**src/twb_pkg.sv**
```systemverilog
package twb_pkg;

  // ------------------------------------------------------------
  // Register word offsets (byte addresses)
  // ------------------------------------------------------------
  localparam logic [7:0] ADDR_SHARED_CTRL = 8'h00;
  localparam logic [7:0] ADDR_MASTER_CTRL = 8'h04;
  localparam logic [7:0] ADDR_MASTER_STAT = 8'h08;
  localparam logic [7:0] ADDR_MASTER_BAUD = 8'h0C;
  localparam logic [7:0] ADDR_MASTER_ADDR = 8'h10;
  localparam logic [7:0] ADDR_MASTER_CMD = 8'h14;
  localparam logic [7:0] ADDR_MASTER_DATA = 8'h18;
  localparam logic [7:0] ADDR_SLAVE_CTRL = 8'h1C;
  localparam logic [7:0] ADDR_SLAVE_ADDR = 8'h20;
  localparam logic [7:0] ADDR_SLAVE_DATA = 8'h24;
  localparam logic [7:0] ADDR_SLAVE_STAT = 8'h28;

  // ------------------------------------------------------------
  // Field positions and reset values
  // ------------------------------------------------------------
  localparam int MCTRL_ENABLE_BIT = 0;
  localparam int MCTRL_TIMEOUT_LSB = 2;
  localparam int MSTAT_BUSY_BIT = 2;
  localparam int MSTAT_ERR_BIT = 3;
  localparam int MSTAT_NACK_BIT = 4;
  localparam int SCTRL_ENABLE_BIT = 0;
  localparam logic [7:0] BAUD_RESET = 8'h0F;
  localparam logic [4:0] SHARED_CTRL_RESET = 5'h00;

  // Inactive-bus timeout limits, counted in quarter-bit ticks
  localparam logic [7:0] TIMEOUT_TICKS_1 = 8'h32;
  localparam logic [7:0] TIMEOUT_TICKS_2 = 8'h64;
  localparam logic [7:0] TIMEOUT_TICKS_3 = 8'hC8;

  // ------------------------------------------------------------
  // Master commands
  // ------------------------------------------------------------
  localparam logic [2:0] CMD_START = 3'h1;
  localparam logic [2:0] CMD_WRITE = 3'h2;
  localparam logic [2:0] CMD_READ_ACK = 3'h3;
  localparam logic [2:0] CMD_READ_NACK = 3'h4;
  localparam logic [2:0] CMD_STOP = 3'h5;

  // ------------------------------------------------------------
  // Types
  // ------------------------------------------------------------
  typedef enum logic [1:0] {
    BUS_UNKNOWN = 2'h0,
    BUS_IDLE = 2'h1,
    BUS_OWNER = 2'h2,
    BUS_BUSY = 2'h3
  } bus_state_e;

  typedef enum logic [1:0] {
    M_IDLE = 2'h0,
    M_START = 2'h1,
    M_BYTE = 2'h3,
    M_STOP = 2'h2
  } mst_e;

  typedef enum logic [2:0] {
    S_IDLE = 3'h0,
    S_ADDR = 3'h1,
    S_ACK = 3'h3,
    S_RX = 3'h2,
    S_TX = 3'h6,
    S_TXACK = 3'h7
  } slv_e;

  typedef struct packed {
    logic scl;
    logic sda;
    logic scl_rise;
    logic scl_fall;
    logic start;
    logic stop;
  } line_s;

  function automatic logic [7:0] timeout_limit(input logic [1:0] sel);
    case (sel)
      2'h1: timeout_limit = TIMEOUT_TICKS_1;
      2'h2: timeout_limit = TIMEOUT_TICKS_2;
      default: timeout_limit = TIMEOUT_TICKS_3;
    endcase
  endfunction

endpackage

```
**src/line_monitor.sv**
```systemverilog
`timescale 1ns/1ns
`default_nettype none
module line_monitor
  import twb_pkg::*;
(
  input wire logic clk,
  input wire logic nrst,
  input wire logic scl_in,
  input wire logic sda_in,
  output line_s line
);

  typedef struct packed {
    logic s1_scl;
    logic s1_sda;
    logic s2_scl;
    logic s2_sda;
    logic p_scl;
    logic p_sda;
  } mon_s;

  mon_s mon_reg;
  mon_s mon_next;

  // Three flops per line; the second stage feeds the logic and the third only the edge detection
  always_comb begin
    mon_next = mon_reg;
    mon_next.s1_scl = scl_in;
    mon_next.s1_sda = sda_in;
    mon_next.s2_scl = mon_reg.s1_scl;
    mon_next.s2_sda = mon_reg.s1_sda;
    mon_next.p_scl = mon_reg.s2_scl;
    mon_next.p_sda = mon_reg.s2_sda;
  end

  always_ff @(posedge clk or negedge nrst) begin
    if (!nrst) begin
      mon_reg <= '1;
    end else begin
      mon_reg <= mon_next;
    end
  end

  always_comb begin
    line.scl = mon_reg.s2_scl;
    line.sda = mon_reg.s2_sda;
    line.scl_rise = mon_reg.s2_scl & ~mon_reg.p_scl;
    line.scl_fall = ~mon_reg.s2_scl & mon_reg.p_scl;
    // SDA edge while SCL stays high
    line.start = mon_reg.p_scl & mon_reg.s2_scl & mon_reg.p_sda &
                 ~mon_reg.s2_sda;
    line.stop = mon_reg.p_scl & mon_reg.s2_scl & ~mon_reg.p_sda &
                mon_reg.s2_sda;
  end

endmodule
`default_nettype wire

```
**src/baud_gen.sv**
```systemverilog
`timescale 1ns/1ns
`default_nettype none
module baud_gen
  import twb_pkg::*;
(
  input wire logic clk,
  input wire logic nrst,
  input wire logic enable,
  input wire logic [7:0] period,
  output logic tick
);

  typedef struct packed {
    logic [7:0] cnt;
    logic tick;
  } baud_s;

  baud_s bg_reg;
  baud_s bg_next;

  // One tick every period+1 cycles, a quarter of an SCL bit
  always_comb begin
    bg_next = bg_reg;
    bg_next.tick = 1'b0;
    if (!enable) begin
      bg_next.cnt = 8'h00;
    end else if (bg_reg.cnt >= period) begin
      bg_next.cnt = 8'h00;
      bg_next.tick = 1'b1;
    end else begin
      bg_next.cnt = bg_reg.cnt + 8'h01;
    end
  end

  always_ff @(posedge clk or negedge nrst) begin
    if (!nrst) begin
      bg_reg <= '0;
    end else begin
      bg_reg <= bg_next;
    end
  end

  assign tick = bg_reg.tick;

endmodule
`default_nettype wire

```
**src/two_wire_bus_controller.sv**
```systemverilog
// The Wishbone register port and the placing of the registers were chosen for this implementation.
`timescale 1ns/1ns
`default_nettype none
// Behaviour
// - master enable bit starts master; timeout selectable
// - writing idle to bus state forces idle
// - detected STOP makes bus state idle
// - slave starts with own address and enable
// - lines only pulled low or released
// - START is SDA fall while SCL high
// - STOP is SDA rise while SCL high
// - START without preceding STOP is repeated START
// - SDA changes only while SCL low
// - eight bits MSB first plus acknowledge
// - ACK pulls SDA low on ninth clock
// - unmatched slave releases lines, awaits START
// - one address packet per START
// - direction bit selects who sends data
// - data packets nine bits, any number
// - no write after NACK; master must stop
// - read continues only after ACK; NACK last
// - combined transfers joined by repeated START
// - devices stretch SCL low; others wait
module two_wire_bus_controller
  import twb_pkg::*;
(
  input wire logic CLK_SYS,
  input wire logic NRST,
  input wire logic WB_CYC_I,
  input wire logic WB_STB_I,
  input wire logic WB_WE_I,
  input wire logic [7:0] WB_ADR_I,
  input wire logic [3:0] WB_SEL_I,
  input wire logic [31:0] WB_DAT_I,
  output logic [31:0] WB_DAT_O,
  output logic WB_ACK_O,
  input wire logic SCL_I,
  output logic SCL_O,
  output logic SCL_OE_N,
  input wire logic SDA_I,
  output logic SDA_O,
  output logic SDA_OE_N
);

  typedef struct packed {
    logic [4:0] shared_ctrl;
    logic m_enable;
    logic [1:0] m_timeout_sel;
    logic [7:0] m_baud;
    logic [7:0] m_addr;
    logic [7:0] m_txdata;
    mst_e m_st;
    logic [1:0] m_phase;
    logic [3:0] m_cnt;
    logic [8:0] m_sh;
    logic [8:0] m_in;
    logic m_rd;
    logic [7:0] m_rxdata;
    logic m_nack;
    logic m_err;
    bus_state_e bus_state;
    logic m_scl_low;
    logic m_sda_low;
    logic [7:0] m_to;
    logic s_enable;
    logic [6:0] s_addr;
    logic [7:0] s_txdata;
    logic s_tx_valid;
    slv_e s_st;
    logic [3:0] s_cnt;
    logic [7:0] s_sh;
    logic s_dir;
    logic [7:0] s_rxdata;
    logic s_ready;
    logic s_addressed;
    logic s_sda_low;
    logic s_scl_low;
    logic wb_ack;
    logic [31:0] wb_dat;
  } ctl_s;

  ctl_s ctl_reg;
  ctl_s ctl_next;
  line_s line;
  logic tick;
  logic wr;
  logic rd;
  logic [7:0] wd;

  // ------------------------------------------------------------
  // Line sampling and bit-rate tick
  // ------------------------------------------------------------
  line_monitor u_line_monitor (
    .clk(CLK_SYS),
    .nrst(NRST),
    .scl_in(SCL_I),
    .sda_in(SDA_I),
    .line(line)
  );

  baud_gen u_baud_gen (
    .clk(CLK_SYS),
    .nrst(NRST),
    .enable(ctl_reg.m_enable),
    .period(ctl_reg.m_baud),
    .tick(tick)
  );

  // Side effects land at the edge where the master sees ack
  assign wr = WB_CYC_I & WB_STB_I & WB_WE_I & ctl_reg.wb_ack & WB_SEL_I[0];
  assign rd = WB_CYC_I & WB_STB_I & ~WB_WE_I & ctl_reg.wb_ack;
  assign wd = WB_DAT_I[7:0];

  always_comb begin
    ctl_next = ctl_reg;

    // ----------------------------------------------------------
    // Wishbone slave: ack one cycle after the request
    // ----------------------------------------------------------
    ctl_next.wb_ack = WB_CYC_I & WB_STB_I & ~ctl_reg.wb_ack;
    if (WB_CYC_I && WB_STB_I && !ctl_reg.wb_ack) begin
      ctl_next.wb_dat = 32'h0000_0000;
      case (WB_ADR_I)
        ADDR_SHARED_CTRL: ctl_next.wb_dat[4:0] = ctl_reg.shared_ctrl;
        ADDR_MASTER_CTRL: begin
          ctl_next.wb_dat[MCTRL_ENABLE_BIT] = ctl_reg.m_enable;
          ctl_next.wb_dat[MCTRL_TIMEOUT_LSB+:2] = ctl_reg.m_timeout_sel;
        end
        ADDR_MASTER_STAT: begin
          ctl_next.wb_dat[1:0] = ctl_reg.bus_state;
          ctl_next.wb_dat[MSTAT_BUSY_BIT] = (ctl_reg.m_st != M_IDLE);
          ctl_next.wb_dat[MSTAT_ERR_BIT] = ctl_reg.m_err;
          ctl_next.wb_dat[MSTAT_NACK_BIT] = ctl_reg.m_nack;
        end
        ADDR_MASTER_BAUD: ctl_next.wb_dat[7:0] = ctl_reg.m_baud;
        ADDR_MASTER_ADDR: ctl_next.wb_dat[7:0] = ctl_reg.m_addr;
        ADDR_MASTER_DATA: ctl_next.wb_dat[7:0] = ctl_reg.m_rxdata;
        ADDR_SLAVE_CTRL: ctl_next.wb_dat[SCTRL_ENABLE_BIT] = ctl_reg.s_enable;
        ADDR_SLAVE_ADDR: ctl_next.wb_dat[6:0] = ctl_reg.s_addr;
        ADDR_SLAVE_DATA: ctl_next.wb_dat[7:0] = ctl_reg.s_rxdata;
        ADDR_SLAVE_STAT: begin
          ctl_next.wb_dat[3:0] = {ctl_reg.s_tx_valid, ctl_reg.s_ready,
                                  ctl_reg.s_dir, ctl_reg.s_addressed};
        end
        default: ctl_next.wb_dat = 32'h0000_0000;
      endcase
    end

    // Register writes come first so engine events set later win
    if (rd && WB_ADR_I == ADDR_SLAVE_DATA) begin
      ctl_next.s_ready = 1'b0;
    end
    if (wr) begin
      case (WB_ADR_I)
        ADDR_SHARED_CTRL: ctl_next.shared_ctrl = wd[4:0];
        ADDR_MASTER_CTRL: begin
          ctl_next.m_enable = wd[MCTRL_ENABLE_BIT];
          ctl_next.m_timeout_sel = wd[MCTRL_TIMEOUT_LSB+:2];
        end
        ADDR_MASTER_STAT: begin
          if (wd[1:0] == BUS_IDLE && ctl_reg.m_enable) begin
            ctl_next.bus_state = BUS_IDLE;
          end
          if (wd[MSTAT_ERR_BIT]) begin
            ctl_next.m_err = 1'b0;
          end
        end
        ADDR_MASTER_BAUD: ctl_next.m_baud = wd;
        ADDR_MASTER_ADDR: ctl_next.m_addr = wd;
        ADDR_MASTER_DATA: ctl_next.m_txdata = wd;
        ADDR_MASTER_CMD: begin
          if (ctl_reg.m_st != M_IDLE || !ctl_reg.m_enable) begin
            ctl_next.m_err = 1'b1;
          end else begin
            ctl_next.m_phase = 2'h0;
            ctl_next.m_cnt = 4'h0;
            case (wd[2:0])
              CMD_START: begin
                // Idle bus gives START, own bus a repeated START
                if (ctl_reg.bus_state == BUS_IDLE ||
                    ctl_reg.bus_state == BUS_OWNER) begin
                  ctl_next.m_st = M_START;
                  ctl_next.m_sh = {ctl_reg.m_addr, 1'b1};
                  ctl_next.m_rd = 1'b0;
                  ctl_next.m_nack = 1'b0;
                end else begin
                  ctl_next.m_err = 1'b1;
                end
              end
              CMD_WRITE: begin
                if (ctl_reg.m_nack || ctl_reg.bus_state != BUS_OWNER) begin
                  ctl_next.m_err = 1'b1;
                end else begin
                  ctl_next.m_st = M_BYTE;
                  ctl_next.m_sh = {ctl_reg.m_txdata, 1'b1};
                  ctl_next.m_rd = 1'b0;
                end
              end
              CMD_READ_ACK, CMD_READ_NACK: begin
                if (ctl_reg.m_nack || ctl_reg.bus_state != BUS_OWNER) begin
                  ctl_next.m_err = 1'b1;
                end else begin
                  ctl_next.m_st = M_BYTE;
                  // Master answers the last byte with NACK
                  ctl_next.m_sh = {8'hFF, wd[2:0] == CMD_READ_NACK};
                  ctl_next.m_rd = 1'b1;
                end
              end
              CMD_STOP: begin
                if (ctl_reg.bus_state == BUS_OWNER) begin
                  ctl_next.m_st = M_STOP;
                end else begin
                  ctl_next.m_err = 1'b1;
                end
              end
              default: ctl_next.m_err = 1'b1;
            endcase
          end
        end
        ADDR_SLAVE_CTRL: ctl_next.s_enable = wd[SCTRL_ENABLE_BIT];
        ADDR_SLAVE_ADDR: ctl_next.s_addr = wd[6:0];
        ADDR_SLAVE_DATA: begin
          ctl_next.s_txdata = wd;
          ctl_next.s_tx_valid = 1'b1;
        end
        default: ;
      endcase
    end

    // ----------------------------------------------------------
    // Master engine: four ticks per bit, SDA moves in phase 0 except for START (phase 2) and the STOP and post-acknowledge releases (phase 3)
    // ----------------------------------------------------------
    if (tick) begin
      unique case (ctl_reg.m_st)
        M_IDLE: ;
        M_START: begin
          unique case (ctl_reg.m_phase)
            2'h0: ctl_next.m_sda_low = 1'b0;
            2'h1: ctl_next.m_scl_low = 1'b0;
            2'h2: begin
              // Wait out any stretch, then SDA falls under high SCL
              if (line.scl && line.sda) begin
                ctl_next.m_sda_low = 1'b1;
              end
            end
            2'h3: begin
              // Keep SCL high until the monitor has seen our own START,
              // or it would take the START for another master's
              if (!line.sda) begin
                ctl_next.m_scl_low = 1'b1;
                ctl_next.m_st = M_BYTE;
              end
            end
          endcase
          if ((ctl_reg.m_phase != 2'h2 || (line.scl && line.sda)) &&
              (ctl_reg.m_phase != 2'h3 || !line.sda)) begin
            ctl_next.m_phase = ctl_reg.m_phase + 2'h1;
          end
        end
        M_BYTE: begin
          unique case (ctl_reg.m_phase)
            2'h0: ctl_next.m_sda_low = ~ctl_reg.m_sh[8];
            2'h1: ctl_next.m_scl_low = 1'b0;
            2'h2: begin
              if (line.scl) begin
                ctl_next.m_in = {ctl_reg.m_in[7:0], line.sda};
                // Released bit read back low: another master won
                if (!ctl_reg.m_rd && ctl_reg.m_cnt != 4'h8 &&
                    !ctl_reg.m_sda_low && !line.sda) begin
                  ctl_next.m_st = M_IDLE;
                  ctl_next.m_sda_low = 1'b0;
                  ctl_next.m_scl_low = 1'b0;
                  ctl_next.m_err = 1'b1;
                  ctl_next.bus_state = BUS_BUSY;
                end
              end
            end
            2'h3: begin
              ctl_next.m_scl_low = 1'b1;
              ctl_next.m_sh = {ctl_reg.m_sh[7:0], 1'b1};
              ctl_next.m_cnt = ctl_reg.m_cnt + 4'h1;
              if (ctl_reg.m_cnt == 4'h8) begin
                // Ninth bit is the acknowledge: low means ACK
                ctl_next.m_st = M_IDLE;
                ctl_next.m_sda_low = 1'b0;
                ctl_next.m_nack = ctl_reg.m_in[0];
                ctl_next.m_rxdata = ctl_reg.m_in[8:1];
                ctl_next.m_cnt = 4'h0;
              end
            end
          endcase
          if (ctl_reg.m_phase != 2'h2 || line.scl) begin
            ctl_next.m_phase = ctl_reg.m_phase + 2'h1;
          end
        end
        M_STOP: begin
          unique case (ctl_reg.m_phase)
            2'h0: ctl_next.m_sda_low = 1'b1;
            2'h1: ctl_next.m_scl_low = 1'b0;
            2'h2: ;
            2'h3: begin
              ctl_next.m_sda_low = 1'b0;
              ctl_next.m_st = M_IDLE;
            end
          endcase
          if (ctl_reg.m_phase != 2'h2 || line.scl) begin
            ctl_next.m_phase = ctl_reg.m_phase + 2'h1;
          end
        end
      endcase
    end

    // ----------------------------------------------------------
    // Bus state monitor
    // ----------------------------------------------------------
    if (ctl_reg.m_enable) begin
      if (line.stop) begin
        ctl_next.bus_state = BUS_IDLE;
      end else if (line.start) begin
        if (ctl_reg.m_st == M_START) begin
          ctl_next.bus_state = BUS_OWNER;
        end else if (ctl_reg.bus_state != BUS_OWNER) begin
          ctl_next.bus_state = BUS_BUSY;
        end
      end
      // Inactive-bus timeout only with a nonzero selection
      if (ctl_reg.bus_state == BUS_BUSY && ctl_reg.m_timeout_sel != 2'h0 &&
          line.scl && line.sda) begin
        if (tick) begin
          ctl_next.m_to = ctl_reg.m_to + 8'h01;
          if (ctl_reg.m_to >= timeout_limit(ctl_reg.m_timeout_sel)) begin
            ctl_next.bus_state = BUS_IDLE;
            ctl_next.m_to = 8'h00;
          end
        end
      end else begin
        ctl_next.m_to = 8'h00;
      end
    end else begin
      // A disabled master forgets the bus and lets go of it
      ctl_next.bus_state = BUS_UNKNOWN;
      ctl_next.m_st = M_IDLE;
      ctl_next.m_scl_low = 1'b0;
      ctl_next.m_sda_low = 1'b0;
      ctl_next.m_to = 8'h00;
    end

    // ----------------------------------------------------------
    // Slave engine, driven by SCL edges seen on the line
    // ----------------------------------------------------------
    if (!ctl_reg.s_enable || line.stop) begin
      ctl_next.s_st = S_IDLE;
      ctl_next.s_sda_low = 1'b0;
      ctl_next.s_scl_low = 1'b0;
      ctl_next.s_addressed = 1'b0;
    end else if (line.start) begin
      ctl_next.s_st = S_ADDR;
      ctl_next.s_cnt = 4'h0;
      ctl_next.s_sda_low = 1'b0;
      ctl_next.s_scl_low = 1'b0;
      ctl_next.s_addressed = 1'b0;
    end else begin
      unique case (ctl_reg.s_st)
        S_IDLE: ;
        S_ADDR, S_RX: begin
          if (line.scl_rise) begin
            ctl_next.s_sh = {ctl_reg.s_sh[6:0], line.sda};
            ctl_next.s_cnt = ctl_reg.s_cnt + 4'h1;
          end else if (line.scl_fall && ctl_reg.s_cnt == 4'h8) begin
            if (ctl_reg.s_st == S_RX) begin
              ctl_next.s_rxdata = ctl_reg.s_sh;
              ctl_next.s_ready = 1'b1;
              ctl_next.s_sda_low = 1'b1;
              ctl_next.s_st = S_ACK;
            end else if (ctl_reg.s_sh[7:1] == ctl_reg.s_addr) begin
              ctl_next.s_addressed = 1'b1;
              ctl_next.s_dir = ctl_reg.s_sh[0];
              ctl_next.s_sda_low = 1'b1;
              ctl_next.s_st = S_ACK;
            end else begin
              ctl_next.s_st = S_IDLE;
            end
          end
        end
        S_ACK: begin
          if (line.scl_fall || ctl_reg.s_scl_low) begin
            ctl_next.s_cnt = 4'h0;
            if (!ctl_reg.s_dir) begin
              ctl_next.s_sda_low = 1'b0;
              ctl_next.s_st = S_RX;
            end else if (ctl_reg.s_tx_valid) begin
              ctl_next.s_sh = ctl_reg.s_txdata;
              ctl_next.s_tx_valid = 1'b0;
              ctl_next.s_sda_low = ~ctl_reg.s_txdata[7];
              ctl_next.s_scl_low = 1'b0;
              ctl_next.s_st = S_TX;
            end else begin
              // Nothing to send yet: hold SCL low until software loads
              ctl_next.s_sda_low = 1'b0;
              ctl_next.s_scl_low = 1'b1;
            end
          end
        end
        S_TX: begin
          if (line.scl_rise) begin
            ctl_next.s_cnt = ctl_reg.s_cnt + 4'h1;
          end else if (line.scl_fall) begin
            if (ctl_reg.s_cnt == 4'h8) begin
              ctl_next.s_sda_low = 1'b0;
              ctl_next.s_st = S_TXACK;
            end else begin
              ctl_next.s_sh = {ctl_reg.s_sh[6:0], 1'b0};
              ctl_next.s_sda_low = ~ctl_reg.s_sh[6];
            end
          end
        end
        S_TXACK: begin
          if (line.scl_rise && line.sda) begin
            ctl_next.s_st = S_IDLE;
          end else if (line.scl_fall) begin
            ctl_next.s_scl_low = 1'b1;
            ctl_next.s_st = S_ACK;
          end
        end
        default: ctl_next.s_st = S_IDLE;
      endcase
    end
  end

  always_ff @(posedge CLK_SYS or negedge NRST) begin
    if (!NRST) begin
      ctl_reg <= '0;
      ctl_reg.shared_ctrl <= SHARED_CTRL_RESET;
      ctl_reg.m_baud <= BAUD_RESET;
      ctl_reg.bus_state <= BUS_UNKNOWN;
      ctl_reg.m_st <= M_IDLE;
      ctl_reg.s_st <= S_IDLE;
    end else begin
      ctl_reg <= ctl_next;
    end
  end

  // ------------------------------------------------------------
  // Pins: open drain, the driven level is always low
  // ------------------------------------------------------------
  assign SCL_O = 1'b0;
  assign SDA_O = 1'b0;
  assign SCL_OE_N = ~(ctl_reg.m_scl_low | ctl_reg.s_scl_low);
  assign SDA_OE_N = ~(ctl_reg.m_sda_low | ctl_reg.s_sda_low);
  assign WB_ACK_O = ctl_reg.wb_ack;
  assign WB_DAT_O = ctl_reg.wb_dat;

endmodule
`default_nettype wire

```
**config.mk**
```make
export PLATFORM = sky130hd
export DESIGN_NAME = two_wire_bus_controller
export DESIGN_NICKNAME = d
export VERILOG_FILES = /design/src/twb_pkg.sv /design/src/line_monitor.sv /design/src/baud_gen.sv /design/src/two_wire_bus_controller.sv
export SDC_FILE = /design/constraint.sdc
export NUM_CORES = 1
export LEC_CHECK = 0
export ABC_AREA = 0
export BUFFER_PORTS_ARGS = -buffer_cell sky130_fd_sc_hd__buf_2
export CAP_MARGIN = 0
export CORE_UTILIZATION = 55
export CTS_BUF_LIST = sky130_fd_sc_hd__clkbuf_4 sky130_fd_sc_hd__clkbuf_8
export CTS_CLUSTER_DIAMETER = 40
export DETAILED_ROUTE_END_ITERATION = 7
export GPL_TIMING_DRIVEN = 0
export PLACE_DENSITY = 0.8
export SYNTH_ARGS = -nofsm -noshare
export SYNTH_HDL_FRONTEND = slang
export SYNTH_SLANG_ARGS = --single-unit
```
**constraint.sdc**
```tcl
create_clock -name CLK_SYS -period 3.2 [get_ports CLK_SYS]
set_input_delay 0.16 -clock CLK_SYS [delete_from_list [all_inputs] [get_ports CLK_SYS]]
set_output_delay 0.16 -clock CLK_SYS [all_outputs]
set_load 0.01 [all_outputs]
```
==> impl_results.md, run 1 <==
* Initial antenna violation count at 0
* Hold Startpoint: WB_DAT_I[5]
* I/O Pins at 88
* Placed Area at approximately 9000 sq um
* Total wire length at around 20 mm
* Final ANT Viol Nets at 0
* Async SR Flop Fraction at 100%
* Hold crit path type: input pin to flop
* Cell area after layout at about 9500 sq um
* Max reg flops at 126
* EDFF count, synth at 0
* Die height at between 100 and 150 um
* Vias per inst at between 5 and 6
* Clock Latency Late Sink at 0.46 ns
* Arrival time of the worst setup path at ~3.1 ns
* Gr busiest metal: met2
* Postcts setup bufs at 0
* Die X at between 100 and 150 um
* Final period utilization at 86.5%
* Critical path endpoint: ctl_reg[84]$_DFFE_PN0P_
* Number of nets in the layout at 993
* Delay-heaviest family, CP: compound AO/OA/AOI/OAI gates
* RePlAce Congestion at slightly below 1
* Share of layout cells above drive strength 1 at about a quarter
* WP data required at about 3.6 ns
* Clk buf depth at 2
* GR Util met2 at roughly two fifths
* Worst-margin pin slew at roughly 0.93 ns
* GRT overflow at 0
* R2r setup slk at approximately 0.43 ns
* Total chip power at 0.00395 W
* TritonCTS clock tree: built
* Worst clock skew at about 0.011 ns
* CP startpoint: ctl_reg[151]$_DFFE_PN0P_
* Critical-path top delay cell: o41ai_2
* FP Rows at between 40 and 50
* First-pass GRT wire length at roughly 32 mm
* CTS root buffer: clkbuf_8
* MaxCap Viol Count at 0
* Clock sink count at 150
* Core region area at between 10,000 and 15,000 sq um
* Worst-path clk slew at ~0.08 ns
* Drt first pass iters at 5
* Layout area overhead at 12.3%
* Sequential-to-total area share from yosys stat at 44.5%
* Relative slew slack at about 37%
* CP max stage delay at 0.48 ns
* CP endpoint kind: flop
* Peak supply drop at between 0.0003 and 0.0004 V
* Synth unique cells at 81
* RSZ-0062 raised after global routing: false
* Vias after detailed routing at 6,613
* Setup TNS at 0 ns
* Number of synthesized register bits at 150
* Hold WS at between 0.03 and 0.04 ns
* Final Hold Viols at 0
* Starting Density at 57.3%
* Die area at 15,900 sq um
* Synth Flop Type: dfrtp_1
* Hold_buf cts at 5
* Post-synthesis cell count at 832
* Met3 usage at under 10%
* Tmin final at between 2 and 3 ns
* Max Slew Vio Count at 0
* Vias in the first global route at ~6,000
* Cell area after synthesis at approximately 8500 sq um
* Number of diodes at 0
* Worst Path Buf+Inv at 3
* Wire per inst at 17.9 um
* Port-buffer cells at 30
* Syn Area/Cell at ~10 sq um
* Worst Path Max Fanout at 10
* Leak pwr at about 4.4 nW
* Pin count of the biggest net entering global routing at slightly below 100
* Pwr Density at 416 nW/um^2
* Critical R2R Capture: ctl_reg[84]$_DFFE_PN0P_
* TritonCTS buffer count at 17
* CP Depth at 11
* Fmax at between 0.3 and 0.4 GHz
* Met1 usage at between 30% and 40%
* Post-CTS sizing at 0
* Final setup fails at 0
* Warnings, synthesis at 0
* Number of levels in the clock H-tree at 4
* Crit-path cells: inv_1 -> ha_1 -> inv_1 -> ha_1 -> or3_1 -> o21ai_0 -> a21oi_1 -> o41ai_2 -> buf_2 -> a41oi_1 -> a31oi_1
* # DRC at 0
* HPWL after detailed placement at between 10 and 15 mm
* Worst R2R Path Depth at 11
* Setup Crit Path Kind: flop to flop
* Crit start category: flop
* Total track usage at between 20% and 30%
* R2r startpoint: ctl_reg[151]$_DFFE_PN0P_
* Fill cells at between 1,000 and 1,500
* Status: completed
* Initial DRC Count at ~530
## layout make-up
cell class / count / area (sq um) / area share [%]
Multi-Input combinational cell: 606 / 4250 / 44.7
Sequential cell: 150 / 3770 / 39.6
Buffer: 70 / 424 / 4.46
Clock buffer: 20 / 256 / 2.70
Timing Repair Buffer: 36 / 234 / 2.46
Tap cell: 184 / 230 / 2.42
Clock inverter: 12 / 226 / 2.38
Inverter: 31 / 116 / 1.22
## per-layer routing
layer	vias to the layer above	part of all wire, %
li1	3101	-
met1	3251	45
met2	231	47
met3	30	6.4
met4	0	1.6
met5	-	0
## stage by stage
stage          setup WS (ns)  instances  util [%]
2_1_floorplan          0.817        857         -
3_3_place_gp          -0.191       1071      60.5
3_5_place_dp           0.438       1072      60.8
4_1_cts                0.427       1109      64.4
5_1_grt                0.246       1109      64.4
6_report               0.432       1109      64.4
## report_power, final
part | internal, W | switching [W]
Sequential | 0.00192 | 0.0000137
Combinational | 0.000103 | 0.000165
Clock | 0.00103 | 0.000720
Total | 0.00305 | 0.000899
## logic make-up after synthesis
kind of cell    after synthesis  synth area share [%]
xor+xnor                     17                  1.76
mux                          88                  12.1
buf+inv                     101                  6.39
simple gates                248                  15.4
compound gates              197                  15.3
flops                       150                  44.5
other cells                   1                0.0443
fa+ha+maj                    30                  4.44
## worst min-delay path by stage
stage,to,cells past startpoint
after floorplan,WB_ACK_O$_DFF_PN0_,0
after global placement,u_line_monitor.mon_next[3]$_DFF_PN1_,1
after detailed placement,ctl_reg[121]$_DFF_PN0_,1
after CTS,ctl_reg[148]$_DFFE_PN0P_,3
after global routing,ctl_reg[148]$_DFFE_PN0P_,3
final,ctl_reg[148]$_DFFE_PN0P_,3
## synthesized netlist by cell type, drive strengths merged, types with 4 or more instances
master / number / share of area, %
dfrtp: 140 / 41
mux2: 79 / 11
nand2: 71 / 3.2
o21ai: 64 / 3.8
nor2: 57 / 2.8
buf: 54 / 4.3
a21oi: 31 / 1.8
inv: 31 / 1.4
ha: 30 / 4.4
nand3: 26 / 1.5
nor3: 19 / 1.4
nand2b: 18 / 1.3
a22oi: 16 / 1.4
clkbuf: 16 / 0.71
a31oi: 15 / 1.1
a22o: 11 / 1.1
xnor2: 11 / 1.1
dfstp: 10 / 3.1
nor2b: 10 / 0.83
and3: 9 / 0.67
mux2i: 8 / 0.95
or2: 8 / 0.59
nor4: 6 / 0.70
o21a: 6 / 0.53
xor2: 6 / 0.62
o31ai: 5 / 0.44
a21o: 4 / 0.35
a221oi: 4 / 0.41
nor3b: 4 / 0.53
o221ai: 4 / 0.41
## worst reg2reg max path: stages, from the launching register on
cell	delay, ns
dfrtp_1	0.40
inv_1	0.09
ha_1	0.34
inv_1	0.06
ha_1	0.19
or3_1	0.36
o21ai_0	0.09
a21oi_1	0.09
o41ai_2	0.48
buf_2	0.31
a41oi_1	0.14
a31oi_1	0.15
## layout by cell type, fill, tap and decap left out, types with 4 or more instances in the layout
cell and n:
dfstp_2 10, o21ai_0 51, dlygate4sd3_1 5, xnor2_1 11, nor2_1 54, a21o_1 4, nor3_1 15, buf_2 41
inv_1 31, or2_2 7, a31oi_1 15, conb_1 26, o31ai_1 5, dfrtp_1 140, bufinv_16 6, mux2_4 9
buf_4 35, o221ai_1 4, nand2b_1 18, o21ai_1 13, clkbuf_8 17, a22oi_1 16, a221oi_1 4, a21oi_1 31
ha_1 30, a22o_1 11, and3_1 9, mux2_2 69, mux2i_1 8, buf_1 5, nor2b_1 9, nor3_2 4
nand2_1 71, clkbuf_1 16, o21a_1 6, nand3_1 26, xor2_1 6, nor4_1 4
Note: power is estimated with default switching activity, not from simulation.
==> inputs of run 2 (changes only) <==
--- a/config.mk
+++ b/config.mk
@@ -14,6 +14,8 @@
 export DETAILED_ROUTE_END_ITERATION = 7
 export GPL_TIMING_DRIVEN = 0
 export PLACE_DENSITY = 0.8
+export REMOVE_ABC_BUFFERS = 1
 export SYNTH_ARGS = -nofsm -noshare
 export SYNTH_HDL_FRONTEND = slang
+export SYNTH_HIERARCHICAL = 1
 export SYNTH_SLANG_ARGS = --single-unit
==> run 2 against run 1 <==
Via count is 1.8% higher. Worst hold slack better by 0.0022 ns. Sequential cell count stayed put. Core utilization is 3.8 points lower. Global-route usage is 0.84 points lower. Highest routed layer unchanged.
==> impl_results.md, run 2 <==
* Yosys top cell area share at 40.2% (-1.2 points)
* Post-synthesis cell count at 892 (+7.2%)
* Layout area overhead at 6.52%
* Die area at 16,400 sq um (+3.0%)
* Combinational fraction of design power at 4.9% (-1.9 points)
* NetSw at 0.000963 W (+7.2%)
* Fmax at 0.345 GHz (-4.4%)
* HPWL after detailed placement at 14.0 mm (-2.5%)
* Status: completed
* Worst Path Max Fanout at 11 (+1)
* Port-buffer cells at 34 (+13%)
* Number of nets in the layout at 979 (-1.4%)
* Synth unique cells at 85 (+4.9%)
* Final setup fails at 0 (unchanged)
* Clock sink count at 150 (unchanged)
* R2r setup slk at 0.31 ns (-0.13 ns)
* Crit-path cells: inv_1 -> ha_1 -> inv_1 -> ha_1 -> nor3_1 -> a2111oi_0 -> o21ai_0 -> nand2_1 -> o21ai_0
* Arrival time of the worst setup path at 3.27 ns (+0.13 ns)
* Die height at 128 um (+1.5%)
* Leading post-synthesis cells by cell area: dfrtp_1, mux2_2, ha_1
* Critical path endpoint: ctl_reg[85]$_DFFE_PN0P_
* RSZ-0062 raised after global routing: false
* Synth Flop Type: dfrtp_1
* Leak pwr at 4.13 nW (-5.3%)
* Worst-path clk slew at 0.09 ns (about the same)
* Critical R2R Capture: ctl_reg[85]$_DFFE_PN0P_
* Initial antenna violation count at 0 (unchanged)
* Die X at 128 um (+1.5%)
* Crit start category: flop
* Max Slew Vio Count at 0 (unchanged)
* Peak supply drop at 0.000269 V (-25%)
* CP startpoint: ctl_reg[151]$_DFFE_PN0P_
* TritonCTS buffer count at 17 (unchanged)
* Largest area contributor in the synthesized netlist: dfrtp_1
* Final Hold Viols at 0 (unchanged)
* Seq pwr share at 52.5% (+3.6 points)
* Most frequent cells in the layout: dfrtp_1, nand2_1, o21ai_0
* CP Depth at 9 (-2)
* Clock power frac at 42.5% (-1.9 points)
* Worst-margin pin slew at 1.09 ns (+0.161 ns)
* Worst R2R Path Depth at 9 (-2)
* FP Rows at 45 (+2.3%)
* Relative slew slack at 26.2% (-11 points)
* Vias per inst at 6.00 (+0.58%)
* Async SR Flop Fraction at 100% (unchanged)
* Fill cells at 1,263 (+6.0%)
* Drt first pass iters at 5 (unchanged)
* First-pass GRT wire length at 32.3 mm (+0.36%)
* GRT overflow at 0 (unchanged)
* Worst clock skew at 0.0146 ns (+0.00338 ns)
* Count leader, synth: dfrtp_1
* CP max stage delay at 0.87 ns (+0.39 ns)
* Starting Density at 56.9% (-0.42 points)
* Worst Path Buf+Inv at 2 (-1)
* Internal at 0.00268 W (-12%)
* Sequential-to-total area share from yosys stat at 43.2% (-1.3 points)
* Post-CTS sizing at 0 (unchanged)
* Postcts setup bufs at 0 (unchanged)
* Number of synthesized register bits at 150 (unchanged)
* Total chip power at 0.00364 W (-8.0%)
* Sequential Area at 3770 sq um (unchanged)
* Vias after detailed routing at 6,729 (+1.8%)
* Sw frac at 26.5% (+3.7 points)
* R2r startpoint: ctl_reg[151]$_DFFE_PN0P_
* Number of levels in the clock H-tree at 4 (unchanged)
* I/O Pins at 88 (unchanged)
* Share of layout cells above drive strength 1 at 20.3% (-4.6 points)
* RePlAce Congestion at 0.935 (-3.0%)
* Initial DRC Count at 580 (+8.8%)
* Tmin final at 2.89 ns (+0.126 ns)
* Delay-heaviest family, CP: compound AO/OA/AOI/OAI gates
* Vias in the first global route at 6,124 (-0.46%)
* WP data required at 3.58 ns (about the same)
* Final period utilization at 90.5% (+3.9 points)
* Core Util, Final at 60.6% (-3.8 points)
* Syn Area/Cell at 9.77 sq um (-3.9%)
* Number of diodes at 0 (unchanged)
* Final ANT Viol Nets at 0 (unchanged)
* Total wire length at 19.7 mm (-0.70%)
* Clock Latency Late Sink at 0.47 ns (about the same)
* Hold crit path type: input pin to flop
* Critical-path top delay cell: o21ai_0
* Clk buf depth at 2 (unchanged)
* Pwr Density at 392 nW/um^2 (-5.8%)
* Setup TNS at 0 ns (unchanged)
* MaxCap Viol Count at 0 (unchanged)
* CP endpoint kind: flop
* Multi-input logic area at 4450 sq um (+4.9%)
* CTS root buffer: clkbuf_8
* Most common cell after layout, fill and taps aside: dfrtp_1
* Top post-synthesis cells by count: dfrtp_1, nand2_1, o21ai_0
* Core region area at 15,300 sq um (+3.8%)
* Total track usage at 25.5% (-0.84 points)
* EDFF count, synth at 0 (unchanged)
* # DRC at 0 (unchanged)
* Pin count of the biggest net entering global routing at 99 (+1.0%)
* Max reg flops at 126 (unchanged)
* Wire per inst at 17.6 um (-1.8%)
* Cell area after synthesis at 8720 sq um (+3.0%)
* TritonCTS clock tree: built
* Warnings, synthesis at 6 (+6)
* Setup Crit Path Kind: flop to flop
run 2: changes by cell type after synthesis, moves of 12 or more:
| cell | delta |
|---|---|
| o21ai_1 | -12 |
| clkbuf_1 | +13 |
| nand2_1 | +21 |
| o21ai_0 | +19 |
run 2: worst min-delay path by stage:
stage               startpoint                              endpoint  slack, ns  depth (start not counted)
floorplan                 NRST                    WB_ACK_O$_DFF_PN0_      -0.14                          0
global route           WB_WE_I                 ctl_reg[36]$_DFF_PN0_       0.02                          4
finish                 WB_WE_I                 ctl_reg[36]$_DFF_PN0_       0.04                          4
detailed placement        NRST               ctl_reg[56]$_DFFE_PN0P_       0.14                          1
CTS                    WB_WE_I                 ctl_reg[36]$_DFF_PN0_       0.03                          4
global placement         SDA_I  u_line_monitor/mon_next[2]$_DFF_PN1_       0.27                          1
run 2: cell type report:
| class | instances | area share, % |
|---|---|---|
| Tap cell | 211 | 2.84 |
| Inverter | 39 | 1.58 |
| Clock inverter | 15 | 1.97 |
| Clock buffer | 17 | 2.52 |
| Multi-Input combinational cell | 651 | 48.0 |
| Sequential cell | 150 | 40.6 |
| Timing Repair Buffer | 39 | 2.57 |
run 2: power by group through the flow:
stage | clock network [W] | logic (W) | registers (W)
2_1_floorplan | 0 | 0.0000676 | 0.00195
3_3_place_gp | 0 | 0.000167 | 0.00195
3_5_place_dp | 0 | 0.000174 | 0.00195
4_1_cts | 0.00157 | 0.000178 | 0.00191
5_1_grt | 0.00166 | 0.000199 | 0.00191
6_report | 0.00155 | 0.000179 | 0.00191
run 2: worst register-to-register path, cell delays in order, from the launching register on:
cell       delay, ns
dfrtp_1         0.41
inv_1           0.09
ha_1            0.35
inv_1           0.06
ha_1            0.20
nor3_1          0.20
a2111oi_0       0.14
o21ai_0         0.87
nand2_1         0.24
o21ai_0         0.23
run 2: stage by stage:
step	hold slack, ns	instance area, sq um	worst slack [ns]	std cells
2_1_floorplan	-0.136	8360	0.737	840
3_3_place_gp	0.266	8790	-0.162	1085
3_5_place_dp	0.139	8830	0.280	1086
4_1_cts	0.0295	9280	0.258	1121
5_1_grt	0.0231	9290	0.0603	1122
6_report	0.0392	9290	0.305	1122
run 2: what timing repair did:
| action | 4_1_cts | 5_1_grt |
|---|---|---|
| hold endpoints to repair | 54 | 0 |
| hold buffers | 3 | 0 |
| setup endpoints to repair | 0 | 0 |
run 2: cell families after synthesis:
| family | after synthesis | share of synthesized area, % |
|---|---|---|
| AO/OA/AOI/OAI | 195 | 14.6 |
| XOR/XNOR | 15 | 1.51 |
| adder cells (fa/ha/maj) | 30 | 4.31 |
| buffers and inverters | 116 | 6.86 |
| flip-flops | 150 | 43.2 |
| multiplexers | 90 | 11.8 |
| other | 1 | 0.0430 |
| AND/OR/NAND/NOR | 295 | 17.8 |
run 2: layer usage:
metal  vias to the layer above  track usage, %  share of wire [%]
met4                         0            7.96                1.8
met2                       225            39.0                 47
met1                      3327            36.1                 45
li1                       3145               -                  -
met3                        32            5.59                5.6
met5                         -               0                  0
